$ cat src/include/ssen_defs.vh
`ifndef SSEN_DEFS_VH
`define SSEN_DEFS_VH
// Register indices; byte address is four times the index
`define SSEN_IDX_PWR      8'h80
`define SSEN_IDX_IRQ_CFG  8'hb2
`define SSEN_IDX_GAIN_LIM 8'hb3
`define SSEN_IDX_THR_CH   8'hb5
`define SSEN_IDX_PERSIST  8'hbd
`define SSEN_IDX_PIN_CTL  8'hbe
`define SSEN_IDX_STEP_LO  8'hca
`define SSEN_IDX_STEP_HI  8'hcb
`define SSEN_IDX_AGC_CEIL 8'hcf
`define SSEN_IDX_AZ_CFG   8'hd6
`define SSEN_IDX_FD_CFG   8'hd7
`define SSEN_IDX_FD_T_LO  8'hd8
`define SSEN_IDX_FD_T_HI  8'hda
`define SSEN_IDX_FD_RES   8'hdb
`define SSEN_IDX_EVT_STAT 8'he0
`define SSEN_IDX_EVT_MASK 8'he1
`define SSEN_IDX_WAIT_LEN 8'he2
`define SSEN_IDX_IRQ_EN   8'hf9
`define SSEN_IDX_ACTIONS  8'hfa
`define SSEN_IDX_BUF_MAP  8'hfc
`define SSEN_IDX_BUF_LVL  8'hfd
`define SSEN_IDX_BUF_LO   8'hfe
`define SSEN_IDX_BUF_HI   8'hff
// Power and function register bits
`define SSEN_PWR_ON       0
`define SSEN_PWR_RUN      1
`define SSEN_PWR_WAIT     3
`define SSEN_PWR_MUX      4
`define SSEN_PWR_FLICK    6
`define SSEN_PWR_MASK     8'h5b
// Event status bits
`define SSEN_EVT_MUX      0
`define SSEN_EVT_FLICK    1
`define SSEN_EVT_CFG      2
`define SSEN_EVT_MEAS     3
`define SSEN_EVT_N        4
// Interrupt enable and source bits
`define SSEN_IEN_SYS      0
`define SSEN_SRC_FD       6
`define SSEN_SRC_MUX      4
// Reset values and write masks
`define SSEN_RST_BYTE     8'h00
`define SSEN_RST_PIN_CTL  8'h02
`define SSEN_PIN_CTL_MASK 8'h0e
`define SSEN_ACT_MASK     8'h07
// Timing: one integration step
`define SSEN_CLK_NS       10
`define SSEN_STEP_NS      1000
`define SSEN_STEP_CYC     (`SSEN_STEP_NS / `SSEN_CLK_NS)
`endif

$ cat src/hdl/ssen_regs.v
// Contract
// - Config writes during spectral run may corrupt results; device flags them.
// - Bit 0 starts the oscillator tick; clearing it stops everything; resets 0.
// - Writing 1 to bit 4 launches a mux command; bit self-clears when done.
// - Bit 6 switches flicker detection on or off; resets 0.
// - Bit 3 inserts a wait interval between consecutive measurements.
// - Bit 1 gates spectral measurement; polarity is a parameter.
// - Self-clearing bits return to zero; read-only bits ignore writes.
// - Auto-gain ceiling: flicker gain bits 7:4, spectral gain bits 3:0.
// - System interrupt on flicker change or mux done when enabled.
//
// Implementation choice: the Avalon-MM register port.
`timescale 1ns/1ps
`include "ssen_defs.vh"
module ssen_regs #(
   parameter RUN_WHEN_ONE = 1
) (
   input  wire        CLK_SYS_I,
   input  wire        RSTN_I,
   input  wire [9:0]  AVS_ADDRESS_I,
   input  wire        AVS_READ_I,
   input  wire        AVS_WRITE_I,
   input  wire [31:0] AVS_WRITEDATA_I,
   input  wire [3:0]  AVS_BYTEENABLE_I,
   output reg  [31:0] AVS_READDATA_O,
   output wire        AVS_WAITREQUEST_O,
   input  wire        MUX_DONE_I,
   input  wire [7:0]  FLICKER_STATUS_I,
   input  wire        PIN_IN_I,
   input  wire [7:0]  BUF_LEVEL_I,
   input  wire [15:0] BUF_DATA_I,
   output wire        OSC_EN_O,
   output wire        MEAS_RUN_O,
   output wire        FLICKER_EN_O,
   output reg         MUX_START_O,
   output reg         INTEG_ACTIVE_O,
   output reg         MEAS_DONE_O,
   output reg         BUF_POP_O,
   output reg  [2:0]  ACTION_O,
   output wire [15:0] INTEG_STEP_O,
   output wire [3:0]  FLICKER_GAIN_CEIL_O,
   output wire [3:0]  SPECTRAL_GAIN_CEIL_O,
   output wire [7:0]  PIN_CTL_O,
   output wire        IRQ_O
);

   // Sequencer states and the step length in clock cycles
   localparam ST_IDLE  = 2'd0;
   localparam ST_INTEG = 2'd1;
   localparam ST_WAIT  = 2'd2;
   localparam integer STEP_CYC_W = `SSEN_STEP_CYC;
   localparam [15:0]  STEP_CYC   = STEP_CYC_W[15:0];

   // Register storage and sequencer state
   reg  [7:0]  pwr_q;
   reg  [7:0]  irq_cfg_q;
   reg  [7:0]  gain_lim_q;
   reg  [7:0]  thr_ch_q;
   reg  [7:0]  persist_q;
   reg  [7:0]  pin_ctl_q;
   reg  [7:0]  step_lo_q;
   reg  [7:0]  step_hi_q;
   reg  [7:0]  agc_ceil_q;
   reg  [7:0]  az_cfg_q;
   reg  [7:0]  fd_cfg_q;
   reg  [7:0]  fd_t_lo_q;
   reg  [7:0]  fd_t_hi_q;
   reg  [7:0]  irq_en_q;
   reg  [7:0]  buf_map_q;
   reg  [7:0]  wait_len_q;
   reg  [7:0]  evt_mask_q;
   reg  [3:0]  evt_stat_q;
   reg         ack_q;
   reg  [7:0]  rd_d;
   reg  [7:0]  fd_prev_q;
   reg  [15:0] tick_cnt_q;
   reg  [15:0] step_cnt_q;
   reg  [1:0]  state_q;
   reg         cfg_hit;

   // Bus decode and shared terms
   wire [7:0]  idx   = AVS_ADDRESS_I[9:2];
   wire        req   = AVS_READ_I | AVS_WRITE_I;
   wire        wr    = AVS_WRITE_I & ack_q & AVS_BYTEENABLE_I[0] & (AVS_ADDRESS_I[1:0] == 2'b00);
   wire        rd    = AVS_READ_I & ack_q;
   wire [7:0]  wd    = AVS_WRITEDATA_I[7:0];
   wire        power_on_bit   = pwr_q[`SSEN_PWR_ON];
   wire        run_b = pwr_q[`SSEN_PWR_RUN];
   wire        tick  = power_on_bit & (tick_cnt_q == STEP_CYC - 16'd1);
   wire        fd_chg = power_on_bit & (FLICKER_STATUS_I != fd_prev_q);
   wire [3:0]  evt_set;
   wire [3:0]  evt_clr;

   // Bus answer one cycle after the request is seen
   // Every access costs exactly one wait cycle, reads and writes alike
   // Read data are latched in the wait cycle, so they stand when taken
   // Writes land at the edge where waitrequest is low
   assign AVS_WAITREQUEST_O = req & ~ack_q;

   // Oscillator and function gates
   // Power-on gates every function, so a cleared power bit stops all
   // Enable bits written with power off stay inert until power-on
   assign OSC_EN_O     = power_on_bit;
   assign MEAS_RUN_O   = power_on_bit & (RUN_WHEN_ONE != 0 ? run_b : ~run_b);
   assign FLICKER_EN_O = power_on_bit & pwr_q[`SSEN_PWR_FLICK];
   assign INTEG_STEP_O = {step_hi_q, step_lo_q};
   assign FLICKER_GAIN_CEIL_O  = agc_ceil_q[7:4];
   assign SPECTRAL_GAIN_CEIL_O = agc_ceil_q[3:0];
   assign PIN_CTL_O = pin_ctl_q;

   // Config write while measuring flags possibly bad results
   // Only bytes that shape a running measurement count here
   // Interrupt, buffer and flicker bytes are left out on purpose
   always @* begin
      cfg_hit = 1'b0;
      case (idx)
         `SSEN_IDX_GAIN_LIM,
         `SSEN_IDX_THR_CH,
         `SSEN_IDX_PERSIST,
         `SSEN_IDX_STEP_LO,
         `SSEN_IDX_STEP_HI,
         `SSEN_IDX_AGC_CEIL,
         `SSEN_IDX_AZ_CFG,
         `SSEN_IDX_WAIT_LEN: cfg_hit = 1'b1;
         default: cfg_hit = 1'b0;
      endcase
   end

   // Event sources
   // Mux done counts only while a launch is pending
   // Measurement done comes from the sequencer pulse
   assign evt_set[`SSEN_EVT_MUX]   = pwr_q[`SSEN_PWR_MUX] & MUX_DONE_I;
   assign evt_set[`SSEN_EVT_FLICK] = fd_chg;
   assign evt_set[`SSEN_EVT_CFG]   = wr & cfg_hit & MEAS_RUN_O;
   assign evt_set[`SSEN_EVT_MEAS]  = MEAS_DONE_O;
   assign evt_clr = (wr && idx == `SSEN_IDX_EVT_STAT) ? wd[3:0] : 4'h0;

   // Sticky status, set wins over write-one-clear
   // A clear meeting a new event loses, so no event is missed
   // One flop per status bit
   genvar g;
   generate
      for (g = 0; g < `SSEN_EVT_N; g = g + 1) begin : g_evt
         always @(posedge CLK_SYS_I or negedge RSTN_I) begin
            if (!RSTN_I) begin
               evt_stat_q[g] <= 1'b0;
            end else if (evt_set[g]) begin
               evt_stat_q[g] <= 1'b1;
            end else if (evt_clr[g]) begin
               evt_stat_q[g] <= 1'b0;
            end
         end
      end
   endgenerate

   // System events also need the system enable and their source enable
   // Measurement and config events need only their mask bit
   // The output is a level and drops once the status is cleared
   assign IRQ_O = |(evt_stat_q & evt_mask_q[3:0] & {1'b1, 1'b1,
                  irq_en_q[`SSEN_IEN_SYS] & irq_cfg_q[`SSEN_SRC_FD],
                  irq_en_q[`SSEN_IEN_SYS] & irq_cfg_q[`SSEN_SRC_MUX]});

   // Bus acknowledge and flicker status history
   // Acknowledge alternates, so a request held past its answer is taken again every second cycle
   // A flicker change while powered down shows at power-on
   always @(posedge CLK_SYS_I or negedge RSTN_I) begin
      if (!RSTN_I) begin
         ack_q     <= 1'b0;
         fd_prev_q <= 8'h00;
      end else begin
         ack_q     <= req & ~ack_q;
         fd_prev_q <= power_on_bit ? FLICKER_STATUS_I : fd_prev_q;
      end
   end

   // Power and function register
   // Reserved bits are masked on write and read back zero
   // Launch bit stays set until the mux reports done
   // A launch while one is pending gives no new start pulse
   // Dropping power also drops a pending launch
   always @(posedge CLK_SYS_I or negedge RSTN_I) begin
      if (!RSTN_I) begin
         pwr_q       <= `SSEN_RST_BYTE;
         MUX_START_O <= 1'b0;
      end else begin
         MUX_START_O <= 1'b0;
         if (wr && idx == `SSEN_IDX_PWR) begin
            pwr_q <= wd & `SSEN_PWR_MASK;
            if (wd[`SSEN_PWR_ON] == 1'b0) begin
               pwr_q[`SSEN_PWR_MUX] <= 1'b0;
            end else if (wd[`SSEN_PWR_MUX]) begin
               pwr_q[`SSEN_PWR_MUX] <= 1'b1;
               MUX_START_O <= ~pwr_q[`SSEN_PWR_MUX];
            end else begin
               pwr_q[`SSEN_PWR_MUX] <= pwr_q[`SSEN_PWR_MUX] & ~MUX_DONE_I;
            end
         end else if (MUX_DONE_I) begin
            pwr_q[`SSEN_PWR_MUX] <= 1'b0;
         end
      end
   end

   // Plain read-write configuration bytes
   // Undocumented resets are zero, pin control excepted
   // Input bit of pin control is never stored
   always @(posedge CLK_SYS_I or negedge RSTN_I) begin
      if (!RSTN_I) begin
         irq_cfg_q  <= `SSEN_RST_BYTE;
         gain_lim_q <= `SSEN_RST_BYTE;
         thr_ch_q   <= `SSEN_RST_BYTE;
         persist_q  <= `SSEN_RST_BYTE;
         pin_ctl_q  <= `SSEN_RST_PIN_CTL;
         step_lo_q  <= `SSEN_RST_BYTE;
         step_hi_q  <= `SSEN_RST_BYTE;
         agc_ceil_q <= `SSEN_RST_BYTE;
         az_cfg_q   <= `SSEN_RST_BYTE;
         fd_cfg_q   <= `SSEN_RST_BYTE;
         fd_t_lo_q  <= `SSEN_RST_BYTE;
         fd_t_hi_q  <= `SSEN_RST_BYTE;
         irq_en_q   <= `SSEN_RST_BYTE;
         buf_map_q  <= `SSEN_RST_BYTE;
         wait_len_q <= `SSEN_RST_BYTE;
         evt_mask_q <= `SSEN_RST_BYTE;
      end else if (wr) begin
         case (idx)
            `SSEN_IDX_IRQ_CFG:  irq_cfg_q  <= wd;
            `SSEN_IDX_GAIN_LIM: gain_lim_q <= wd;
            `SSEN_IDX_THR_CH:   thr_ch_q   <= wd;
            `SSEN_IDX_PERSIST:  persist_q  <= wd;
            `SSEN_IDX_PIN_CTL:  pin_ctl_q  <= wd & `SSEN_PIN_CTL_MASK;
            `SSEN_IDX_STEP_LO:  step_lo_q  <= wd;
            `SSEN_IDX_STEP_HI:  step_hi_q  <= wd;
            `SSEN_IDX_AGC_CEIL: agc_ceil_q <= wd;
            `SSEN_IDX_AZ_CFG:   az_cfg_q   <= wd;
            `SSEN_IDX_FD_CFG:   fd_cfg_q   <= wd;
            `SSEN_IDX_FD_T_LO:  fd_t_lo_q  <= wd;
            `SSEN_IDX_FD_T_HI:  fd_t_hi_q  <= wd;
            `SSEN_IDX_IRQ_EN:   irq_en_q   <= wd;
            `SSEN_IDX_BUF_MAP:  buf_map_q  <= wd;
            `SSEN_IDX_WAIT_LEN: wait_len_q <= wd;
            `SSEN_IDX_EVT_MASK: evt_mask_q <= wd;
            default: ;
         endcase
      end
   end

   // Action strobes and buffer pop, one cycle each
   // Action bits are never stored and read back zero
   // Pop follows the answered read of the high data byte
   always @(posedge CLK_SYS_I or negedge RSTN_I) begin
      if (!RSTN_I) begin
         ACTION_O  <= 3'b000;
         BUF_POP_O <= 1'b0;
      end else begin
         ACTION_O  <= (wr && idx == `SSEN_IDX_ACTIONS) ? wd[2:0] : 3'b000;
         BUF_POP_O <= rd & (idx == `SSEN_IDX_BUF_HI);
      end
   end

   // Read multiplexer; write-only and unmapped read zero
   // Pin input shows only while its input enable is set
   always @* begin
      rd_d = 8'h00;
      case (idx)
         `SSEN_IDX_PWR:      rd_d = pwr_q & `SSEN_PWR_MASK;
         `SSEN_IDX_IRQ_CFG:  rd_d = irq_cfg_q;
         `SSEN_IDX_GAIN_LIM: rd_d = gain_lim_q;
         `SSEN_IDX_THR_CH:   rd_d = thr_ch_q;
         `SSEN_IDX_PERSIST:  rd_d = persist_q;
         `SSEN_IDX_PIN_CTL:  rd_d = {pin_ctl_q[7:1], PIN_IN_I & pin_ctl_q[2]};
         `SSEN_IDX_STEP_LO:  rd_d = step_lo_q;
         `SSEN_IDX_STEP_HI:  rd_d = step_hi_q;
         `SSEN_IDX_AGC_CEIL: rd_d = agc_ceil_q;
         `SSEN_IDX_AZ_CFG:   rd_d = az_cfg_q;
         `SSEN_IDX_FD_CFG:   rd_d = fd_cfg_q;
         `SSEN_IDX_FD_T_LO:  rd_d = fd_t_lo_q;
         `SSEN_IDX_FD_T_HI:  rd_d = fd_t_hi_q;
         `SSEN_IDX_FD_RES:   rd_d = FLICKER_STATUS_I;
         `SSEN_IDX_EVT_STAT: rd_d = {4'h0, evt_stat_q};
         `SSEN_IDX_EVT_MASK: rd_d = evt_mask_q;
         `SSEN_IDX_WAIT_LEN: rd_d = wait_len_q;
         `SSEN_IDX_IRQ_EN:   rd_d = irq_en_q;
         `SSEN_IDX_BUF_MAP:  rd_d = buf_map_q;
         `SSEN_IDX_BUF_LVL:  rd_d = BUF_LEVEL_I;
         `SSEN_IDX_BUF_LO:   rd_d = BUF_DATA_I[7:0];
         `SSEN_IDX_BUF_HI:   rd_d = BUF_DATA_I[15:8];
         default:            rd_d = 8'h00;
      endcase
   end

   // Read data register
   // Latched in the wait cycle and held until the next read
   always @(posedge CLK_SYS_I or negedge RSTN_I) begin
      if (!RSTN_I) begin
         AVS_READDATA_O <= 32'h0000_0000;
      end else if (AVS_READ_I & ~ack_q) begin
         AVS_READDATA_O <= {24'h00_0000, rd_d};
      end
   end

   // Step tick divider, runs only while powered
   // Divider restarts from zero at each power-on
   // so the first step after power-on is full length
   always @(posedge CLK_SYS_I or negedge RSTN_I) begin
      if (!RSTN_I) begin
         tick_cnt_q <= 16'h0000;
      end else if (!power_on_bit || tick) begin
         tick_cnt_q <= 16'h0000;
      end else begin
         tick_cnt_q <= tick_cnt_q + 16'h0001;
      end
   end

   // Measurement sequencer: integrate, then optional wait
   // Dropping the run gate returns to idle at once
   // Integration takes step plus one ticks
   // Wait takes wait length plus one ticks
   always @(posedge CLK_SYS_I or negedge RSTN_I) begin
      if (!RSTN_I) begin
         state_q        <= ST_IDLE;
         step_cnt_q     <= 16'h0000;
         INTEG_ACTIVE_O <= 1'b0;
         MEAS_DONE_O    <= 1'b0;
      end else begin
         MEAS_DONE_O <= 1'b0;
         if (!MEAS_RUN_O) begin
            state_q        <= ST_IDLE;
            step_cnt_q     <= 16'h0000;
            INTEG_ACTIVE_O <= 1'b0;
         end else begin
            case (state_q)
               ST_IDLE: begin
                  state_q        <= ST_INTEG;
                  step_cnt_q     <= 16'h0000;
                  INTEG_ACTIVE_O <= 1'b1;
               end
               ST_INTEG: begin
                  if (tick) begin
                     if (step_cnt_q == INTEG_STEP_O) begin
                        MEAS_DONE_O <= 1'b1;
                        step_cnt_q  <= 16'h0000;
                        if (pwr_q[`SSEN_PWR_WAIT]) begin
                           state_q        <= ST_WAIT;
                           INTEG_ACTIVE_O <= 1'b0;
                        end
                     end else begin
                        step_cnt_q <= step_cnt_q + 16'h0001;
                     end
                  end
               end
               ST_WAIT: begin
                  if (tick) begin
                     if (step_cnt_q[7:0] == wait_len_q) begin
                        state_q        <= ST_INTEG;
                        step_cnt_q     <= 16'h0000;
                        INTEG_ACTIVE_O <= 1'b1;
                     end else begin
                        step_cnt_q <= step_cnt_q + 16'h0001;
                     end
                  end
               end
               default: begin
                  state_q        <= ST_IDLE;
                  INTEG_ACTIVE_O <= 1'b0;
               end
            endcase
         end
      end
   end

endmodule // ssen_regs

$ cat config.mk
export PLATFORM = sky130hd
export DESIGN_NAME = ssen_regs
export DESIGN_NICKNAME = d
export VERILOG_FILES = /design/src/hdl/ssen_regs.v
export VERILOG_INCLUDE_DIRS = /design/src /design/src/include
export SDC_FILE = /design/constraint.sdc
export NUM_CORES = 1
export LEC_CHECK = 0
export ABC_AREA = 1
export ABC_CLOCK_PERIOD_IN_PS = 2360
export BUFFER_PORTS_ARGS = -buffer_cell sky130_fd_sc_hd__buf_2
export CORE_ASPECT_RATIO = 2
export CORE_MARGIN = 1
export CORE_UTILIZATION = 57
export DETAILED_ROUTE_END_ITERATION = 10
export PLACE_DENSITY = 0.8
export SLEW_MARGIN = 20
export SYNTH_ARGS = -nofsm -noshare
export SYNTH_HDL_FRONTEND = slang
export SYNTH_SLANG_ARGS = --single-unit
$ cat constraint.sdc
create_clock -name CLK_SYS_I -period 2.36 [get_ports CLK_SYS_I]
set_clock_uncertainty 0.15 [all_clocks]
set_input_delay 0.118 -clock CLK_SYS_I [delete_from_list [all_inputs] [get_ports CLK_SYS_I]]
set_output_delay 0.118 -clock CLK_SYS_I [all_outputs]
set_load 0.03 [all_outputs]
* Yosys cells after proc, flatten, opt, wreduce, memory -nomap -nowiden
Cells that the tools add are included.
** Storage, ports and cells
- Flip-flop bits (word level) :: 190
- Logic and storage cells :: 170
- Input bits :: 84
- Output and inout port bits :: 76
** Operators by class
- Eq/ne operators :: 35
- $add $sub $neg :: 2
- Mux-type cells :: 44
- Reduce and logical (&&, ||, !) cells :: 32
- Bitwise gates (word level) :: 24
** Operator list (count)
- 8-bit == test (second input constant) :: 23
- 8-bit one-hot mux with 22 select lines :: 1
- 16-bit 2-to-1 mux :: 6
- 16-bit one-hot mux with 3 select lines :: 1
- 16-bit by 1-bit adder with 16-bit output (second input constant) :: 2
- 2-bit AND reduction :: 16
- 1-bit 2-to-1 mux :: 26
- 1-bit bitwise AND :: 18
- 16-bit == test :: 1
- 16-bit by 7-bit == test with 1-bit output (second input constant) :: 1
- 3-bit != test (second input constant) :: 5
- 2-bit 2-to-1 mux :: 6
- 2-bit nonzero test :: 5
- 4-bit bitwise AND :: 2
- 8-bit == test :: 1
- 8-bit != test :: 1
- 8-bit OR reduction :: 1
- 2-bit one-hot mux with 3 select lines :: 1
- 5-bit AND reduction :: 1
- 2-bit logical NOT :: 2
- 4-bit 2-to-1 mux :: 1
- 4-bit by 1-bit != test with 1-bit output (second input constant) :: 1
- 4-bit OR reduction :: 1
- 1-bit logical AND :: 3
- 9 further kinds :: 11

* Depth between registers and ports, before layout
- Depth in word-level cells :: 7
- Depth in mapped cells :: 14
- Gate-level depth less buffers :: 13

* Worst setup path after synthesis
Ideal clock, no wire load.
- Kind :: flip-flop to flip-flop
- Start point :: register pwr_q[0]
- End point :: register step_cnt_q[6]
- Period minus slack after synthesis :: 2002 ps
- Required time :: 2077 ps
- Library setup time :: 133 ps
- Slack :: 358 ps
- Data arrival time :: 1719 ps
- Stages on the path, launching flop included :: 9
- Path through :: dfrtp_1 > nand2_2 > inv_1 > nand2_1 > a21boi_2 > buf_2 > nand3_1 > nand2_1 > a21oi_1
** On the way
- Word-level cells in the longest chain between the ends :: 3
- Elaborated cells between the ends (all ways) :: 7
- Classes of those cells :: eq/ne (3); mux (1); bitwise (2); reduce/logical (1)
** RTL lines
- start: declaration :: RTL line ssen_regs.v:55 : reg [7:0] pwr_q;
- start signal: assignment :: RTL line ssen_regs.v:183 : pwr_q <= `SSEN_RST_BYTE;
- start signal: assignment :: RTL line ssen_regs.v:188 : pwr_q <= wd & `SSEN_PWR_MASK;
- start signal: indexed assignment :: RTL line ssen_regs.v:195 : pwr_q[`SSEN_PWR_MUX] <= pwr_q[`SSEN_PWR_MUX] & ~MUX_DONE_I;
- 1-bit bitwise AND * :: RTL line ssen_regs.v:104 : assign MEAS_RUN_O = power_on_bit & (RUN_WHEN_ONE != 0 ? run_b : ~run_b);
- named net MEAS_RUN_O :: RTL line ssen_regs.v:33 : output wire MEAS_RUN_O,
- 4-bit by 1-bit != test with 1-bit output (no source line) or 3-bit != test (tied branches)
- 3-bit AND reduction (no source line)
- end signal: assignment :: RTL line ssen_regs.v:347 : step_cnt_q <= step_cnt_q + 16'h0001;
- end signal: assignment :: RTL line ssen_regs.v:358 : step_cnt_q <= step_cnt_q + 16'h0001;
- end: declaration :: RTL line ssen_regs.v:77 : reg [15:0] step_cnt_q;
Mark *: on every way through the listed nets, which the timed path passes. The rest lies on a longest branch.
A chain may end at the register's enable or synchronous reset.

* Final worst setup path
- Start point :: register step_cnt_q[7]
- End point :: register step_cnt_q[2]
** On the way
- Word-level cells in the longest chain between the ends :: 5
- Elaborated cells between the ends (all ways) :: 8
- Classes of those cells :: eq/ne (2); mux (6)
** RTL lines
- 16-bit == test or 8-bit == test (tied branches) :: RTL line ssen_regs.v:339, ssen_regs.v:353
- 16-bit 2-to-1 mux, on equally long branches :: RTL line ssen_regs.v:339, ssen_regs.v:353
- 16-bit 2-to-1 mux, on equally long branches :: RTL line ssen_regs.v:338, ssen_regs.v:352
- 16-bit one-hot mux with 3 select lines * :: RTL line ssen_regs.v:331 : case (state_q)
- 16-bit 2-to-1 mux * :: RTL line ssen_regs.v:326 : if (!MEAS_RUN_O) begin
Every way passes the cells marked *; elsewhere a longest branch is shown, timed or not. The select of a mux whose other input is x is not followed.

==> key figures <==
Global route
  • GR peak layer: met2
  • Met3 usage: 7.616%
  • Vias in the first global route: between 9,000 and 10,000
  • Total grt overflow: 0
  • Gr usage total: between 30% and 40%
  • Routing usage on met2: between 60% and 70%
  • Largest net degree at the start of global routing: between 70 and 80
  • Antenna violations before repair: 0
  • Met1 global-route usage: a little under two fifths
  • First-pass GRT wire length: between 40,000 and 50,000 µm

Die
  • Die area: 18,410 µm²
  • Die height: around 190 µm
  • Top Ports: 160
  • Initial Util: between 50 and 60%
  • Core box area: about 17,000 µm²
  • # rows: 68
  • Die Wd: around 96 µm

Drt
  • Residual DRC: 0
  • Via Count: 9,762
  • Drt first pass iters: 5
  • DR vias/cell: 5.659
  • Final ANT Viol Nets: 0
  • Initial DRC count: approximately 800
  • Drt wl/cell: approximately 19 µm
  • Total Wirelength: roughly 32,000 µm

Power and ir drop
  • Comb power frac: 7.4%
  • NetSw: 1.732 mW
  • Lkg Pwr: about 5.9 nW
  • Switching share of power: between 20 and 30%
  • P_int: 4.931 mW
  • Pwr per Cell Area: between 500 and 600 nW/µm²
  • Flop pwr share: approximately half
  • Clock power frac: 42.8%
  • Maximum vdd drop: about 0.00044 V
  • Total chip power: roughly 6.7 mW

Synthesis
  • Mapped Cells: 1,369
  • Sequential cell area fraction in the yosys report: between 40% and 50%
  • Ranking of synthesized cells by area: dfrtp_1 (47%), nand2_1 (17%), o21ai_0 (7.5%)
  • Yosys cell types: 36
  • Post-synth top area share: about 47%
  • Avg Cell Area, Syn: 7.426 µm²
  • Synth Register Bits: 190
  • Synthesized area: 10,170 µm²
  • YS warnings: 0
  • Synth area leader: dfrtp_1

Worst setup path
  • Worst path max stage delay: ~540 ps
  • Critical path class: flop to flop
  • WP depth: 12
  • CP cell instances: inv_1 > nand2_1 > nand2_1 > nor2_1 > nand2_1 > nor2_1 > nand2_1 > nand2_1 > nand2_1 > nand2_1 > buf_4 > a21oi_1
  • Start point of the critical path: step_cnt_q[7]
  • Crit end category: flop
  • Crit path to: step_cnt_q[2]
  • Worst r2r dst: step_cnt_q[2]
  • CP bufs+invs: 2
  • Max FO, Critical Path: 16
  • CP delay by family, top: simple AND/OR/NAND/NOR gates
  • FF-to-FF path depth: 12
  • CP required: approximately 2500 ps
  • Cell repeated most along the worst path: nand2_1
  • Reg-to-reg startpoint: step_cnt_q[7]
  • Critical Path AT: between 2000 and 2500 ps
  • R2r setup slk: between 300 and 400 ps
  • Startpoint Class: flop
  • Slowest-stage cell, CP: dfrtp_1

Placed design
  • HPWL after detailed placement: approximately 24,000 µm
  • Placed cells: approximately 1,700
  • Worst slack at placement: approximately 380 ps
  • Input/output buffers: roughly 100
  • Gp weighted congestion: between 0.9 and 1

Finish
  • Area Overhead vs Synth: 14.92%
  • Nets: ~1,600
  • Ant diodes: 0
  • Fill cells: 1,558
  • Largest regs: step_cnt_q (16), tick_cnt_q (16)
  • Layout cells sized above 1: between 10 and 15%
  • Non-filler instance count after layout: between 1,500 and 2,000

STA
  • Slew HR: around two fifths
  • Final period util: between 80% and 90%
  • Setup WS post-layout: between 300 and 400 ps
  • Final Hold Vio Count: 0
  • Setup-failing EPs final: 0
  • RSZ-0062 raised after global routing: no
  • Setup TNS: 0 ps
  • Worst-margin pin slew: about 910 ps
  • Min Clock Period, post-route: between 2000 and 2500 ps
  • Final Max Slew Viols: 0
  • FMAX: between 0.4 and 0.5 GHz

Clocking
  • Setup Fix Bufs, Post-CTS: 0
  • Post-CTS sizing: 0
  • H-tree depth: 4
  • Clock Path Buffers: 2
  • Clk sink count: 190
  • Clk root buf: clkbuf_16
  • Clk slew on worst S/H paths: approximately 70 ps
  • Clk_lat worst skew: between 400 and 500 ps
  • CTS Buf Count: 17
  • CTS tree: yes

Min path
  • Hold Path Class: input port to flop
  • Worst hold start: BUF_LEVEL_I[1]

Run status
  • Outcome: complete, no violations

Job
  • Max_cap viols: 0
[cells in the mapped netlist, drive strengths merged]
cell,number
nor4,2
nand3,126
o21bai,1
buf,54
a21oi,24
xnor2,10
nand3b,1
ha,6
o21ai,164
nor2,136
nor3b,1
clkbuf,14
and3,2
conb,1
nand2,467
a31oi,2
nand4,27
xor2,6
a21boi,1
dfstp,1
dfrtp,189
nor3,14
o21a,2
inv,115
and2,1
or2,2
[metrics by stage]
stage,hold slack (ps),area [µm²],utilization [%]
detailed placement,22.27,10950,63.08
global placement,18.39,10950,63.08
floorplan,-327.6,10270,-
finish,9.664,11680,67.31
CTS,2.538,11680,67.31
global route,36.75,11680,67.31
[logic make-up (layout without fill, tap and decap cells)]
kind of cell	count (synthesis)	in the layout	synth area share (%)
buffers and inverters	183	301	8.271
other	1	29	0.03689
DFF	190	190	46.78
and+or+nand+nor	779	779	33.08
AOI/OAI and AO/OA	194	194	9.711
adders and majority gates	6	6	0.7384
xor gates and xnor gates	16	16	1.378
[area by class of cell]
class	count	area, µm²	area share, %
Clock buffer	20	446.7	3.823
Inverter	115	431.7	3.695
Timing Repair Buffer	154	984.7	8.429
Multi-Input combinational cell	1024	4674	40.01
Tap cell	210	262.8	2.249
Sequential cell	190	4756	40.71
Clock inverter	12	126.4	1.082
[worst min-delay path by stage]
| stage | end | depth (start not counted) |
|---|---|---|
| after floorplan | ACTION_O[0] | 0 |
| after global placement | tick_cnt_q[4] | 1 |
| after detailed placement | tick_cnt_q[4] | 1 |
| after CTS | AVS_READDATA_O[1] | 7 |
| after global routing | AVS_READDATA_O[1] | 7 |
| final | AVS_READDATA_O[1] | 7 |
[per-layer routing]
layer	up-vias	share of wire [%]
met5	-	0
met4	0	9.7
met3	162	6.7
met2	448	50
met1	4543	34
li1	4609	-
[power by group through the flow]
stage	combinational, mW	clock [mW]	sequential [mW]
finish	0.491	2.85	3.32
global route	0.535	2.99	3.33
CTS	0.486	2.88	3.32
detailed placement	0.464	0	3.38
global placement	0.458	0	3.38
floorplan	0.264	0	3.39
[placed cells by master, fill, tap and decap left out, drive strengths merged, types with 4 or more instances in the layout]
cell	instances
buf	137
inv	120
a21oi	24
dfrtp	189
clkbuf	21
nand4	27
conb	29
nand3	126
xnor2	10
dlygate4sd3	16
ha	6
clkinvlp	4
nor2	136
o21ai	164
xor2	6
nor3	14
nand2	467
[worst reg2reg max path: stages, from the launching register on]
cell     delay (ps)
dfrtp_1         540
inv_1           160
nand2_1          90
nand2_1          50
nor2_1           90
nand2_1          70
nor2_1          120
nand2_1         130
nand2_1          80
nand2_1          40
nand2_1          50
buf_4           220
a21oi_1         120
[timing repair]
item	CTS	global route
endpoints found under the setup margin	0	0
hold buffers	16	0
hold endpoints to repair	130	0
Note: power is estimated with default switching activity, not from simulation.
